`config.mk`:
```
export PLATFORM = sky130hd
export DESIGN_NAME = urb_receiver
export DESIGN_NICKNAME = d
export VERILOG_FILES = /design/src/include/urb_pkg.sv /design/src/hdl/urb_receiver.sv
export SDC_FILE = /design/constraint.sdc
export NUM_CORES = 1
export LEC_CHECK = 0
export BUFFER_PORTS_ARGS = -buffer_cell sky130_fd_sc_hd__buf_2
export CORE_ASPECT_RATIO = 1.5
export CORE_MARGIN = 4
export CORE_UTILIZATION = 30
export CTS_BUF_LIST = sky130_fd_sc_hd__clkbuf_4 sky130_fd_sc_hd__clkbuf_8 sky130_fd_sc_hd__clkbuf_16
export CTS_CLUSTER_DIAMETER = 120
export CTS_CLUSTER_SIZE = 12
export DETAILED_ROUTE_END_ITERATION = 10
export SLEW_MARGIN = 20
export SYNTH_ARGS = -nofsm -noshare
export SYNTH_HDL_FRONTEND = slang
export SYNTH_SLANG_ARGS = --single-unit
export TNS_END_PERCENT = 30
```
`constraint.sdc`:
```
create_clock -name aclk -period 2.75 [get_ports aclk]
set_clock_uncertainty 0.1 [all_clocks]
set_input_delay 0.4125 -clock aclk [delete_from_list [all_inputs] [get_ports aclk]]
set_output_delay 0.4125 -clock aclk [all_outputs]
set_load 0.005 [all_outputs]
```
`src/include/urb_pkg.sv`:
```
// Constants and types for the serial receive buffer and status block
// How it works
// - Receive-complete flag is one exactly while unread characters remain buffered.
// - Clearing receiver enable empties the buffer and zeroes receive-complete.
// - Interrupt request holds while receive-complete, its enable and global enable.
// - Frame, overrun and parity flags travel with their entry in the buffer.
// - Each data read advances the buffer; software reads status first.
// - Software writes to the three error flag positions are ignored.
// - Error flags never raise an interrupt.
// - Frame error is one when the first stop bit sampled low.
// - Only the first stop bit matters; two-stop setting is ignored.
// - Overrun when start arrives with buffer full and a character waiting.
// - Overrun indication clears when a frame moves into the buffer.
// - Upper parity bit enables checking, lower one selects odd or even.
// - Parity mismatch is computed and stored with the data and stop bit.
// - Parity error only if checking was on for that frame; valid until read.
// - Parity error reads zero while checking is disabled.
// - Disabling the receiver stops it at once, dropping any frame in progress.
// - While disabled the receiver releases its override of the receive pin.
// - Sampling resyncs on each start bit; every bit is majority filtered.
// - Oversample sixteen times per bit, or eight in double-speed mode.
// - Start bit voted on samples 8-10, or 4-6 in double speed.
// - Ninth bit stored with the entry and shown in the control register.
// - Unused upper data bits of short characters read as zero.
package urb_pkg;

   // Register byte offsets
   localparam logic [7:0] OFS_DATA    = 8'h00;
   localparam logic [7:0] OFS_STATUS  = 8'h04;
   localparam logic [7:0] OFS_CONTROL = 8'h08;
   localparam logic [7:0] OFS_FORMAT  = 8'h0c;
   localparam logic [7:0] OFS_BAUD    = 8'h10;

   // Status register bits
   localparam int ST_RXC  = 7;
   localparam int ST_TXE  = 5;
   localparam int ST_STOP_ERR  = 4;
   localparam int ST_OVERRUN   = 3;
   localparam int ST_PAR_ERR   = 2;
   localparam int ST_DBL_SPEED = 1;

   // Control register bits
   localparam int CT_RX_INT_EN = 7;
   localparam int CT_RX_EN     = 4;
   localparam int CT_NINTH     = 1;

   // Format register bits
   localparam int FM_PAR_EN  = 5;
   localparam int FM_PAR_ODD = 4;
   localparam int FM_TWO_SB  = 3;
   localparam int FM_CSZ_LO  = 0;

   // Character size codes
   localparam logic [2:0] CSZ_5 = 3'h0;
   localparam logic [2:0] CSZ_6 = 3'h1;
   localparam logic [2:0] CSZ_7 = 3'h2;
   localparam logic [2:0] CSZ_9 = 3'h7;
   localparam logic [2:0] CSZ_RESET = 3'h3;

   // Sample index of last sample and first voting sample, minus one
   localparam logic [3:0] NORM_LAST  = 4'hf;
   localparam logic [3:0] NORM_VOTE  = 4'h7;
   localparam logic [3:0] DBL_LAST   = 4'h7;
   localparam logic [3:0] DBL_VOTE   = 4'h3;

   // AXI responses
   localparam logic [1:0] RESP_OKAY   = 2'h0;
   localparam logic [1:0] RESP_SLVERR = 2'h2;

   typedef enum logic [2:0] {
      ST_IDLE   = 3'b000,
      ST_START  = 3'b001,
      ST_DATA   = 3'b010,
      ST_PARITY = 3'b011,
      ST_STOP   = 3'b100
   } urb_state_type;

   typedef struct packed {
      logic [8:0] data;
      logic       stop_err;
      logic       overrun;
      logic       par_err;
   } urb_entry_type;

endpackage

```
`src/hdl/urb_receiver.sv`:
```
// Serial receiver with two-entry buffer, error flags and AXI4-Lite registers
//
// Register access over AXI4-Lite and the register addresses are this design's own decisions.
`timescale 1ns/1ps
module urb_receiver
#(
   parameter logic [15:0] BAUD_DIV_RESET = 16'h0000
)
(
   // Clock, reset, enable
   input  wire logic        aclk,
   input  wire logic        aresetn,
   input  wire logic        ce,
   // AXI4-Lite write address
   input  wire logic        awvalid,
   output logic             awready,
   input  wire logic [7:0]  awaddr,
   input  wire logic [2:0]  awprot,
   // AXI4-Lite write data
   input  wire logic        wvalid,
   output logic             wready,
   input  wire logic [31:0] wdata,
   input  wire logic [3:0]  wstrb,
   // AXI4-Lite write response
   output logic             bvalid,
   input  wire logic        bready,
   output logic [1:0]       bresp,
   // AXI4-Lite read address
   input  wire logic        arvalid,
   output logic             arready,
   input  wire logic [7:0]  araddr,
   input  wire logic [2:0]  arprot,
   // AXI4-Lite read data
   output logic             rvalid,
   input  wire logic        rready,
   output logic [31:0]      rdata,
   output logic [1:0]       rresp,
   // Serial line and pin control
   input  wire logic        rxd,
   output logic             rx_pin_override,
   // Interrupt
   input  wire logic        global_int_enable,
   output logic             rx_int_req
);

   typedef struct packed {
      logic                  sync1;
      logic                  sync2;
      logic                  prev;
      urb_pkg::urb_state_type st;
      logic [15:0]           baud_cnt;
      logic [3:0]            samp;
      logic [2:0]            votes;
      logic [3:0]            bit_idx;
      logic [8:0]            shift;
      logic                  par_bit;
      logic                  fr_par_en;
      logic                  fr_par_odd;
      logic                  pend_valid;
      urb_pkg::urb_entry_type pend;
      urb_pkg::urb_entry_type [1:0] fifo;
      logic                  rd_ptr;
      logic                  wr_ptr;
      logic [1:0]            count;
      logic                  overrun;
      logic                  rx_en;
      logic                  rx_int_en;
      logic                  dbl_speed;
      logic                  par_en;
      logic                  par_odd;
      logic                  two_stop;
      logic [2:0]            csize;
      logic [15:0]           baud_div;
      logic                  irq;
      logic                  awready;
      logic                  wready;
      logic                  aw_have;
      logic                  w_have;
      logic [7:0]            aw_addr;
      logic [31:0]           wdat;
      logic [3:0]            wstb;
      logic                  bvalid;
      logic [1:0]            bresp;
      logic                  arready;
      logic                  rvalid;
      logic [31:0]           rdata;
      logic [1:0]            rresp;
   } urb_regs_type;

   localparam urb_regs_type RESET_STATE = '{
      sync1: 1'b1, sync2: 1'b1, prev: 1'b1,
      st: urb_pkg::ST_IDLE,
      baud_cnt: 16'h0000, samp: 4'h0, votes: 3'h0, bit_idx: 4'h0,
      shift: 9'h000, par_bit: 1'b0, fr_par_en: 1'b0, fr_par_odd: 1'b0,
      pend_valid: 1'b0, pend: '0, fifo: '0,
      rd_ptr: 1'b0, wr_ptr: 1'b0, count: 2'h0, overrun: 1'b0,
      rx_en: 1'b0, rx_int_en: 1'b0, dbl_speed: 1'b0,
      par_en: 1'b0, par_odd: 1'b0,
      two_stop: 1'b0, csize: urb_pkg::CSZ_RESET,
      baud_div: BAUD_DIV_RESET, irq: 1'b0,
      awready: 1'b1, wready: 1'b1, aw_have: 1'b0, w_have: 1'b0,
      aw_addr: 8'h00, wdat: 32'h0000_0000, wstb: 4'h0,
      bvalid: 1'b0, bresp: urb_pkg::RESP_OKAY,
      arready: 1'b1, rvalid: 1'b0, rdata: 32'h0000_0000,
      rresp: urb_pkg::RESP_OKAY
   };

   urb_regs_type s;
   urb_regs_type next_s;

   // Majority of three samples
   function automatic logic maj3(input logic [2:0] v);
      maj3 = (v[0] & v[1]) | (v[0] & v[2]) | (v[1] & v[2]);
   endfunction

   // Index of the last data bit for a character size code
   function automatic logic [3:0] last_bit(input logic [2:0] csz);
      unique case (csz)
         urb_pkg::CSZ_5: last_bit = 4'h4;
         urb_pkg::CSZ_6: last_bit = 4'h5;
         urb_pkg::CSZ_7: last_bit = 4'h6;
         urb_pkg::CSZ_9: last_bit = 4'h8;
         default:        last_bit = 4'h7;
      endcase
   endfunction

   function automatic logic addr_ok(input logic [7:0] a);
      addr_ok = (a == urb_pkg::OFS_DATA) || (a == urb_pkg::OFS_STATUS) ||
                (a == urb_pkg::OFS_CONTROL) || (a == urb_pkg::OFS_FORMAT) ||
                (a == urb_pkg::OFS_BAUD);
   endfunction

   always_comb
   begin
      logic                   line;
      logic                   tick;
      logic [3:0]             samp_last;
      logic [3:0]             vote_first;
      logic                   vote_now;
      logic                   decide;
      logic                   bitval;
      logic                   mismatch;
      urb_pkg::urb_entry_type head;
      urb_pkg::urb_entry_type done;
      logic                   done_valid;
      logic                   ovr_set;
      logic [31:0]            rd;
      line       = s.sync2;
      tick       = 1'b0;
      samp_last  = urb_pkg::NORM_LAST;
      vote_first = urb_pkg::NORM_VOTE;
      vote_now   = 1'b0;
      decide     = 1'b0;
      bitval     = 1'b0;
      mismatch   = 1'b0;
      head       = s.fifo[s.rd_ptr];
      done       = '0;
      done_valid = 1'b0;
      ovr_set    = 1'b0;
      rd         = 32'h0000_0000;
      next_s     = s;

      // Second flop only feeds the logic
      next_s.sync1 = rxd;
      next_s.sync2 = s.sync1;

      // Write channels taken independently
      if (awvalid && s.awready)
      begin
         next_s.aw_have = 1'b1;
         next_s.aw_addr = awaddr;
         next_s.awready = 1'b0;
      end
      if (wvalid && s.wready)
      begin
         next_s.w_have = 1'b1;
         next_s.wdat   = wdata;
         next_s.wstb   = wstrb;
         next_s.wready = 1'b0;
      end
      if (s.aw_have && s.w_have && !s.bvalid)
      begin
         next_s.aw_have = 1'b0;
         next_s.w_have  = 1'b0;
         next_s.bvalid  = 1'b1;
         next_s.bresp   = addr_ok(s.aw_addr) ? urb_pkg::RESP_OKAY
                                             : urb_pkg::RESP_SLVERR;
         if (s.wstb[0])
         begin
            unique case (s.aw_addr)
               urb_pkg::OFS_STATUS:
                  next_s.dbl_speed = s.wdat[urb_pkg::ST_DBL_SPEED];
               urb_pkg::OFS_CONTROL:
               begin
                  next_s.rx_int_en = s.wdat[urb_pkg::CT_RX_INT_EN];
                  next_s.rx_en     = s.wdat[urb_pkg::CT_RX_EN];
               end
               urb_pkg::OFS_FORMAT:
               begin
                  next_s.par_en   = s.wdat[urb_pkg::FM_PAR_EN];
                  next_s.par_odd  = s.wdat[urb_pkg::FM_PAR_ODD];
                  next_s.two_stop = s.wdat[urb_pkg::FM_TWO_SB];
                  next_s.csize    = s.wdat[urb_pkg::FM_CSZ_LO +: 3];
               end
               urb_pkg::OFS_BAUD:
                  next_s.baud_div[7:0] = s.wdat[7:0];
               default:
                  next_s.csize = s.csize;
            endcase
         end
         if (s.wstb[1] && s.aw_addr == urb_pkg::OFS_BAUD)
            next_s.baud_div[15:8] = s.wdat[15:8];
      end
      if (s.bvalid && bready)
      begin
         next_s.bvalid  = 1'b0;
         next_s.awready = 1'b1;
         next_s.wready  = 1'b1;
      end

      // Reads answer one cycle after the address is taken
      if (arvalid && s.arready)
      begin
         unique case (araddr)
            urb_pkg::OFS_DATA:
            begin
               if (s.count != 2'h0)
               begin
                  rd[7:0] = head.data[7:0];
                  next_s.rd_ptr = ~s.rd_ptr;
                  next_s.count  = s.count - 2'h1;
               end
            end
            urb_pkg::OFS_STATUS:
            begin
               rd[urb_pkg::ST_RXC] = (s.count != 2'h0);
               rd[urb_pkg::ST_STOP_ERR] = (s.count != 2'h0) & head.stop_err;
               rd[urb_pkg::ST_OVERRUN]  = (s.count != 2'h0) & head.overrun;
               rd[urb_pkg::ST_PAR_ERR]  = (s.count != 2'h0) & head.par_err
                                          & s.par_en;
               rd[urb_pkg::ST_DBL_SPEED] = s.dbl_speed;
            end
            urb_pkg::OFS_CONTROL:
            begin
               rd[urb_pkg::CT_RX_INT_EN] = s.rx_int_en;
               rd[urb_pkg::CT_RX_EN]     = s.rx_en;
               rd[urb_pkg::CT_NINTH]     = (s.count != 2'h0) & head.data[8];
            end
            urb_pkg::OFS_FORMAT:
            begin
               rd[urb_pkg::FM_PAR_EN]  = s.par_en;
               rd[urb_pkg::FM_PAR_ODD] = s.par_odd;
               rd[urb_pkg::FM_TWO_SB]  = s.two_stop;
               rd[urb_pkg::FM_CSZ_LO +: 3] = s.csize;
            end
            urb_pkg::OFS_BAUD:
               rd[15:0] = s.baud_div;
            default:
               rd = 32'h0000_0000;
         endcase
         next_s.arready = 1'b0;
         next_s.rvalid  = 1'b1;
         next_s.rdata   = rd;
         next_s.rresp   = addr_ok(araddr) ? urb_pkg::RESP_OKAY
                                          : urb_pkg::RESP_SLVERR;
      end
      if (s.rvalid && rready)
      begin
         next_s.rvalid  = 1'b0;
         next_s.arready = 1'b1;
      end

      if (s.dbl_speed)
      begin
         samp_last  = urb_pkg::DBL_LAST;
         vote_first = urb_pkg::DBL_VOTE;
      end

      if (!next_s.rx_en)
      begin
         next_s.st         = urb_pkg::ST_IDLE;
         next_s.count      = 2'h0;
         next_s.rd_ptr     = 1'b0;
         next_s.wr_ptr     = 1'b0;
         next_s.pend_valid = 1'b0;
         next_s.overrun    = 1'b0;
         next_s.prev       = 1'b1;
         next_s.baud_cnt   = 16'h0000;
      end
      else
      begin
         // Sample tick from the free-running baud counter; only the sample index restarts at each start edge
         tick = (s.baud_cnt == 16'h0000);
         next_s.baud_cnt = tick ? s.baud_div : s.baud_cnt - 16'h0001;
         if (tick)
         begin
            next_s.prev = line;
            vote_now = (s.samp == vote_first) ||
                       (s.samp == vote_first + 4'h1) ||
                       (s.samp == vote_first + 4'h2);
            decide   = (s.samp == vote_first + 4'h2);
            if (vote_now)
               next_s.votes = {s.votes[1:0], line};
            bitval = maj3({s.votes[1:0], line});
            next_s.samp = (s.samp == samp_last) ? 4'h0 : s.samp + 4'h1;
            unique case (s.st)
               urb_pkg::ST_IDLE:
               begin
                  if (s.prev && !line)
                  begin
                     next_s.st      = urb_pkg::ST_START;
                     next_s.samp    = 4'h1;
                     next_s.shift   = 9'h000;
                     next_s.bit_idx = 4'h0;
                     next_s.fr_par_en  = s.par_en;
                     next_s.fr_par_odd = s.par_odd;
                     if (s.count == 2'h2 && s.pend_valid)
                     begin
                        ovr_set        = 1'b1;
                        next_s.overrun = 1'b1;
                     end
                  end
                  else
                     next_s.samp = 4'h0;
               end
               urb_pkg::ST_START:
               begin
                  if (decide && bitval)
                  begin
                     next_s.st   = urb_pkg::ST_IDLE;
                     next_s.samp = 4'h0;
                  end
                  else if (s.samp == samp_last)
                     next_s.st = urb_pkg::ST_DATA;
               end
               urb_pkg::ST_DATA:
               begin
                  if (decide)
                     next_s.shift[s.bit_idx] = bitval;
                  if (s.samp == samp_last)
                  begin
                     if (s.bit_idx == last_bit(s.csize))
                        next_s.st = s.fr_par_en ? urb_pkg::ST_PARITY
                                                : urb_pkg::ST_STOP;
                     else
                        next_s.bit_idx = s.bit_idx + 4'h1;
                  end
               end
               urb_pkg::ST_PARITY:
               begin
                  if (decide)
                     next_s.par_bit = bitval;
                  if (s.samp == samp_last)
                     next_s.st = urb_pkg::ST_STOP;
               end
               urb_pkg::ST_STOP:
               begin
                  if (decide)
                  begin
                     mismatch = (^s.shift ^ s.par_bit) != s.fr_par_odd;
                     done.data = s.shift;
                     done.stop_err = ~bitval;
                     done.par_err  = s.fr_par_en & mismatch;
                     done_valid = 1'b1;
                     next_s.st   = urb_pkg::ST_IDLE;
                     next_s.samp = 4'h0;
                  end
               end
               default:
                  next_s.st = urb_pkg::ST_IDLE;
            endcase
         end

         // Waiting character moves in when a slot frees
         if (s.pend_valid && next_s.count != 2'h2)
         begin
            next_s.fifo[s.wr_ptr] = s.pend;
            next_s.fifo[s.wr_ptr].overrun = s.overrun;
            // cleared on transfer; a new overrun wins
            next_s.overrun    = ovr_set;
            next_s.wr_ptr     = ~s.wr_ptr;
            next_s.count      = next_s.count + 2'h1;
            next_s.pend_valid = 1'b0;
         end
         // Frame lost if the waiting slot is still taken
         if (done_valid && !next_s.pend_valid)
         begin
            next_s.pend       = done;
            next_s.pend_valid = 1'b1;
         end
      end

      next_s.irq = (next_s.count != 2'h0) & next_s.rx_int_en &
                   global_int_enable;
   end

   always_ff @(posedge aclk)
   begin
      if (!aresetn)
         s <= RESET_STATE;
      else if (ce)
         s <= next_s;
   end

   assign awready         = s.awready;
   assign wready          = s.wready;
   assign bvalid          = s.bvalid;
   assign bresp           = s.bresp;
   assign arready         = s.arready;
   assign rvalid          = s.rvalid;
   assign rdata           = s.rdata;
   assign rresp           = s.rresp;
   assign rx_pin_override = s.rx_en;
   assign rx_int_req      = s.irq;

endmodule

```
==> flow_summary.toml <==
[synthesis]
synth_common_cells = "nand2_1, dfxtp_1, a21oi_1"
syn_inst = 943
synth-compound-area-share_pct = 17.4
yosysSeqAreaShare_pct = 41.6
synthSimpleGateAreaFrac_pct = 22.7
synth_edf_count = 0
ys_async_sr_fraction_pct = 0
synth_top_family_by_area = "simple AND/OR/NAND/NOR gates"
synth_cell_types = 75
ys.flop_type = "dfxtp_1"
synth_fa_ha_area_share_pct = 1.57
ys_warn_count = 0
synth_top_area_cell = "dfxtp_1"
syn_avg_cell_area_um2 = 8.27
synth.area.top_cells = "dfxtp_1, nand2_1, mux2i_1, a21oi_1, buf_4"
ys_ff_latch = 162
yosysTopAreaCellShare_pct = 41.6
synth_area_um2 = 7800
synth_most_common_cell = "nand2_1"
synthXorXnorAreaFrac_pct = 1.80
muxShareOfSynthArea_pct = 7.94

[floorplan]
row_count = 72
die_h_um = 206
die_w_um = 140
ios = 111
fp.dieArea_um2 = 28700
core-area_um2 = 25700
initial_core_util_pct = 30.4

[critical_path]
cp.arrival_ns = 2.81
cp_common_cell = "buf_4"
cp_slowest_cell = "or3b_2"
worstSetupPathType = "reg -> reg"
end_kind = "register"
crit_fanout = 3
path_cells = "inv_1 > ha_1 > or3b_2 > nor4_4 > buf_4 > and3_4 > nand3_1 > buf_4 > o311ai_0 > o41ai_2"
max_stage_delay_ns = 0.51
critPathLaunchType = "register"
critical_path_required_ns = 2.94

[routing]
drc = 0
antenna_left = 0
drtIter0Drc = 425
vias = 6857
routedWlPerCell_um = 15.7
routed_wirelength_um = 21300
via_per_inst = 5.06
dr.pass1.iters = 4

[global_route]
antenna_found_initial = 0
grt_first_pass_wirelength_um = 33800
grt_max_degree = 77
grt.total_usage_pct = 14.6
grt_pass1_vias = 6703
grt-ovfl-total = 0

[clock_network]
cts_hold_buf = 0
cts_sinks = 162
cts_max_level = 4
clk_path_buf_depth = 2
cts_tree = "done"
cts-buffers-inserted = 17
cts_setup_buffers = 0
cts_root_buffer = "clkbuf_16"
clkLatencyLatePin_ns = 0.43
path_clk_slew_ns = 0.07

[sta]
rsz0062_at_grt = "false"
relSlewSlack_pct = 46.1
hold_viol_final = 0
final-setup-viol-count = 0
slew_violations = 0
tightest_slew_ns = 0.808
min_period_ns = 2.62
fmax_ghz = 0.382
finalCritPeriodShare_pct = 95.2

[power]
clkPwrFrac_pct = 43.1
p_total_mw = 5.59
powerDensity_nw_per_um2 = 605
p_sw_share_pct = 26.0
ir_drop_mv = 0.428
leakagePower_nw = 3.63
combPwrFrac_pct = 13.3
p_seq_share_pct = 43.6
p_sw_mw = 1.45
intPower_mw = 4.14

[layout]
final_core_util_pct = 36.0
drive_gt1_share_pct = 18.0
layout.nets = 1090
final_cell_area_um2 = 9240
antenna_cells = 0
area_growth_pct = 18.4

[run]
maxCapViolCount = 0

[placed_design]
gp_congestion = 0.854
dpl_cell_area_um2 = 8620
dp_hpwl_um = 16000
port_buffers = 68

[hold_path]
hold_path_class = "in -> reg"

[status]
status = "finished clean"
[state kept, by name, indices dropped and copies added (netlist names)]
signal / flops
arready: 1
awready: 1
bresp: 1
bvalid: 1
next_s: 1
rdata: 16
rresp: 1
rvalid: 1
rx_int_req: 1
rx_pin_override: 1
s: 136
wready: 1
[through the flow]
step                      setup slack, ns  setup TNS [ns]  std cells  hold WS (ns)
after global routing               0.0175               0       1356         0.123
after floorplan                   -0.0374          -0.336        960         0.332
after detailed placement           -0.234           -7.35       1327         0.343
after global placement             -0.181           -6.21       1327         0.341
final                               0.133               0       1356         0.123
after CTS                           0.111               0       1356         0.108
[final timing paths]
path	start	to	slack (ns)	cells after the start
setup / recovery	s[178]	s[170]	0.13	10
hold / removal	wdata[4]	s[47]	0.12	3
setup reg to reg	s[178]	s[170]	0.13	10
hold reg to reg	rdata[9]	rdata[9]	0.35	2
[final cells by class]
type / count / area (µm²)
fill: 2645 / 16400
multi-input combinational: 693 / 4130
sequential: 162 / 3240
timing repair buffer: 123 / 803
clock buffer: 18 / 439
tap: 333 / 417
clock inverter: 11 / 154
inverter: 16 / 60.1
[cells in the final DEF (no fill, tap or decap), types with 5 or more instances in the layout]
master     synthesis  routed
or4_1              5       5
and3_1            10       9
mux2_2             7       7
a21o_1            11      11
nor2b_1            8       8
mux2i_1           48      47
a31oi_1            6       6
nand4_1            6       6
dfxtp_1          162     162
a32oi_1            5       5
buf_2              4      68
conb_1             1      18
buf_4             36      51
inv_1             16      15
o311a_1            9       9
o21a_1             5       5
nand2_1          179     179
nor3_1            20      18
o22ai_1            8       8
a21oi_1           95      95
o21ai_0           39      39
ha_1               9       8
nand3_1           49      49
a22o_1             5       5
nor3b_1            6       6
clkbuf_16          0      17
xnor2_1           13      13
nor2_1            52      52
nor4_1             7       6
[per-layer routing]
metal / share of wire [%] / vias up / global-route usage, % / routed length, µm
met4: 4.7 / 0 / 7.62 / 1000
met3: 3.5 / 43 / 2.26 / 735
met2: 52 / 153 / 27.2 / 11100
met1: 40 / 3246 / 15.8 / 8410
met5: 0 / - / 0 / 0
li1: - / 3415 / - / -
[worst max-delay path: cells and delay by family, from the launching register on]
family                     cells  cell delay (ns)
and+or+nand+nor                4             1.01
AOI/OAI and AO/OA              2             0.52
buffers and inverters          3             0.38
DFF                            1             0.31
adders and majority gates      1             0.16
[power groups by stage]
| stage | logic, mW | registers (mW) | clock network [mW] |
|---|---|---|---|
| 3_3_place_gp | 0.718 | 2.49 | 0 |
| 5_1_grt | 0.838 | 2.44 | 2.55 |
| 2_1_floorplan | 0.467 | 2.48 | 0 |
| 4_1_cts | 0.744 | 2.44 | 2.47 |
| 6_report | 0.744 | 2.44 | 2.41 |
| 3_5_place_dp | 0.725 | 2.49 | 0 |
[cell families after synthesis]
group	Yosys count
AOI/OAI and AO/OA	216
xor gates and xnor gates	16
adders and majority gates	10
buffers and inverters	105
DFF	162
muxes	58
other	1
and+or+nand+nor	375
[what timing repair did]
item / 4_1_cts / 5_1_grt
resized for setup: 3 / 1
pin swaps: 1 / 0
setup endpoints to repair: 23 / 1
Power figures use the tool's default switching activity.
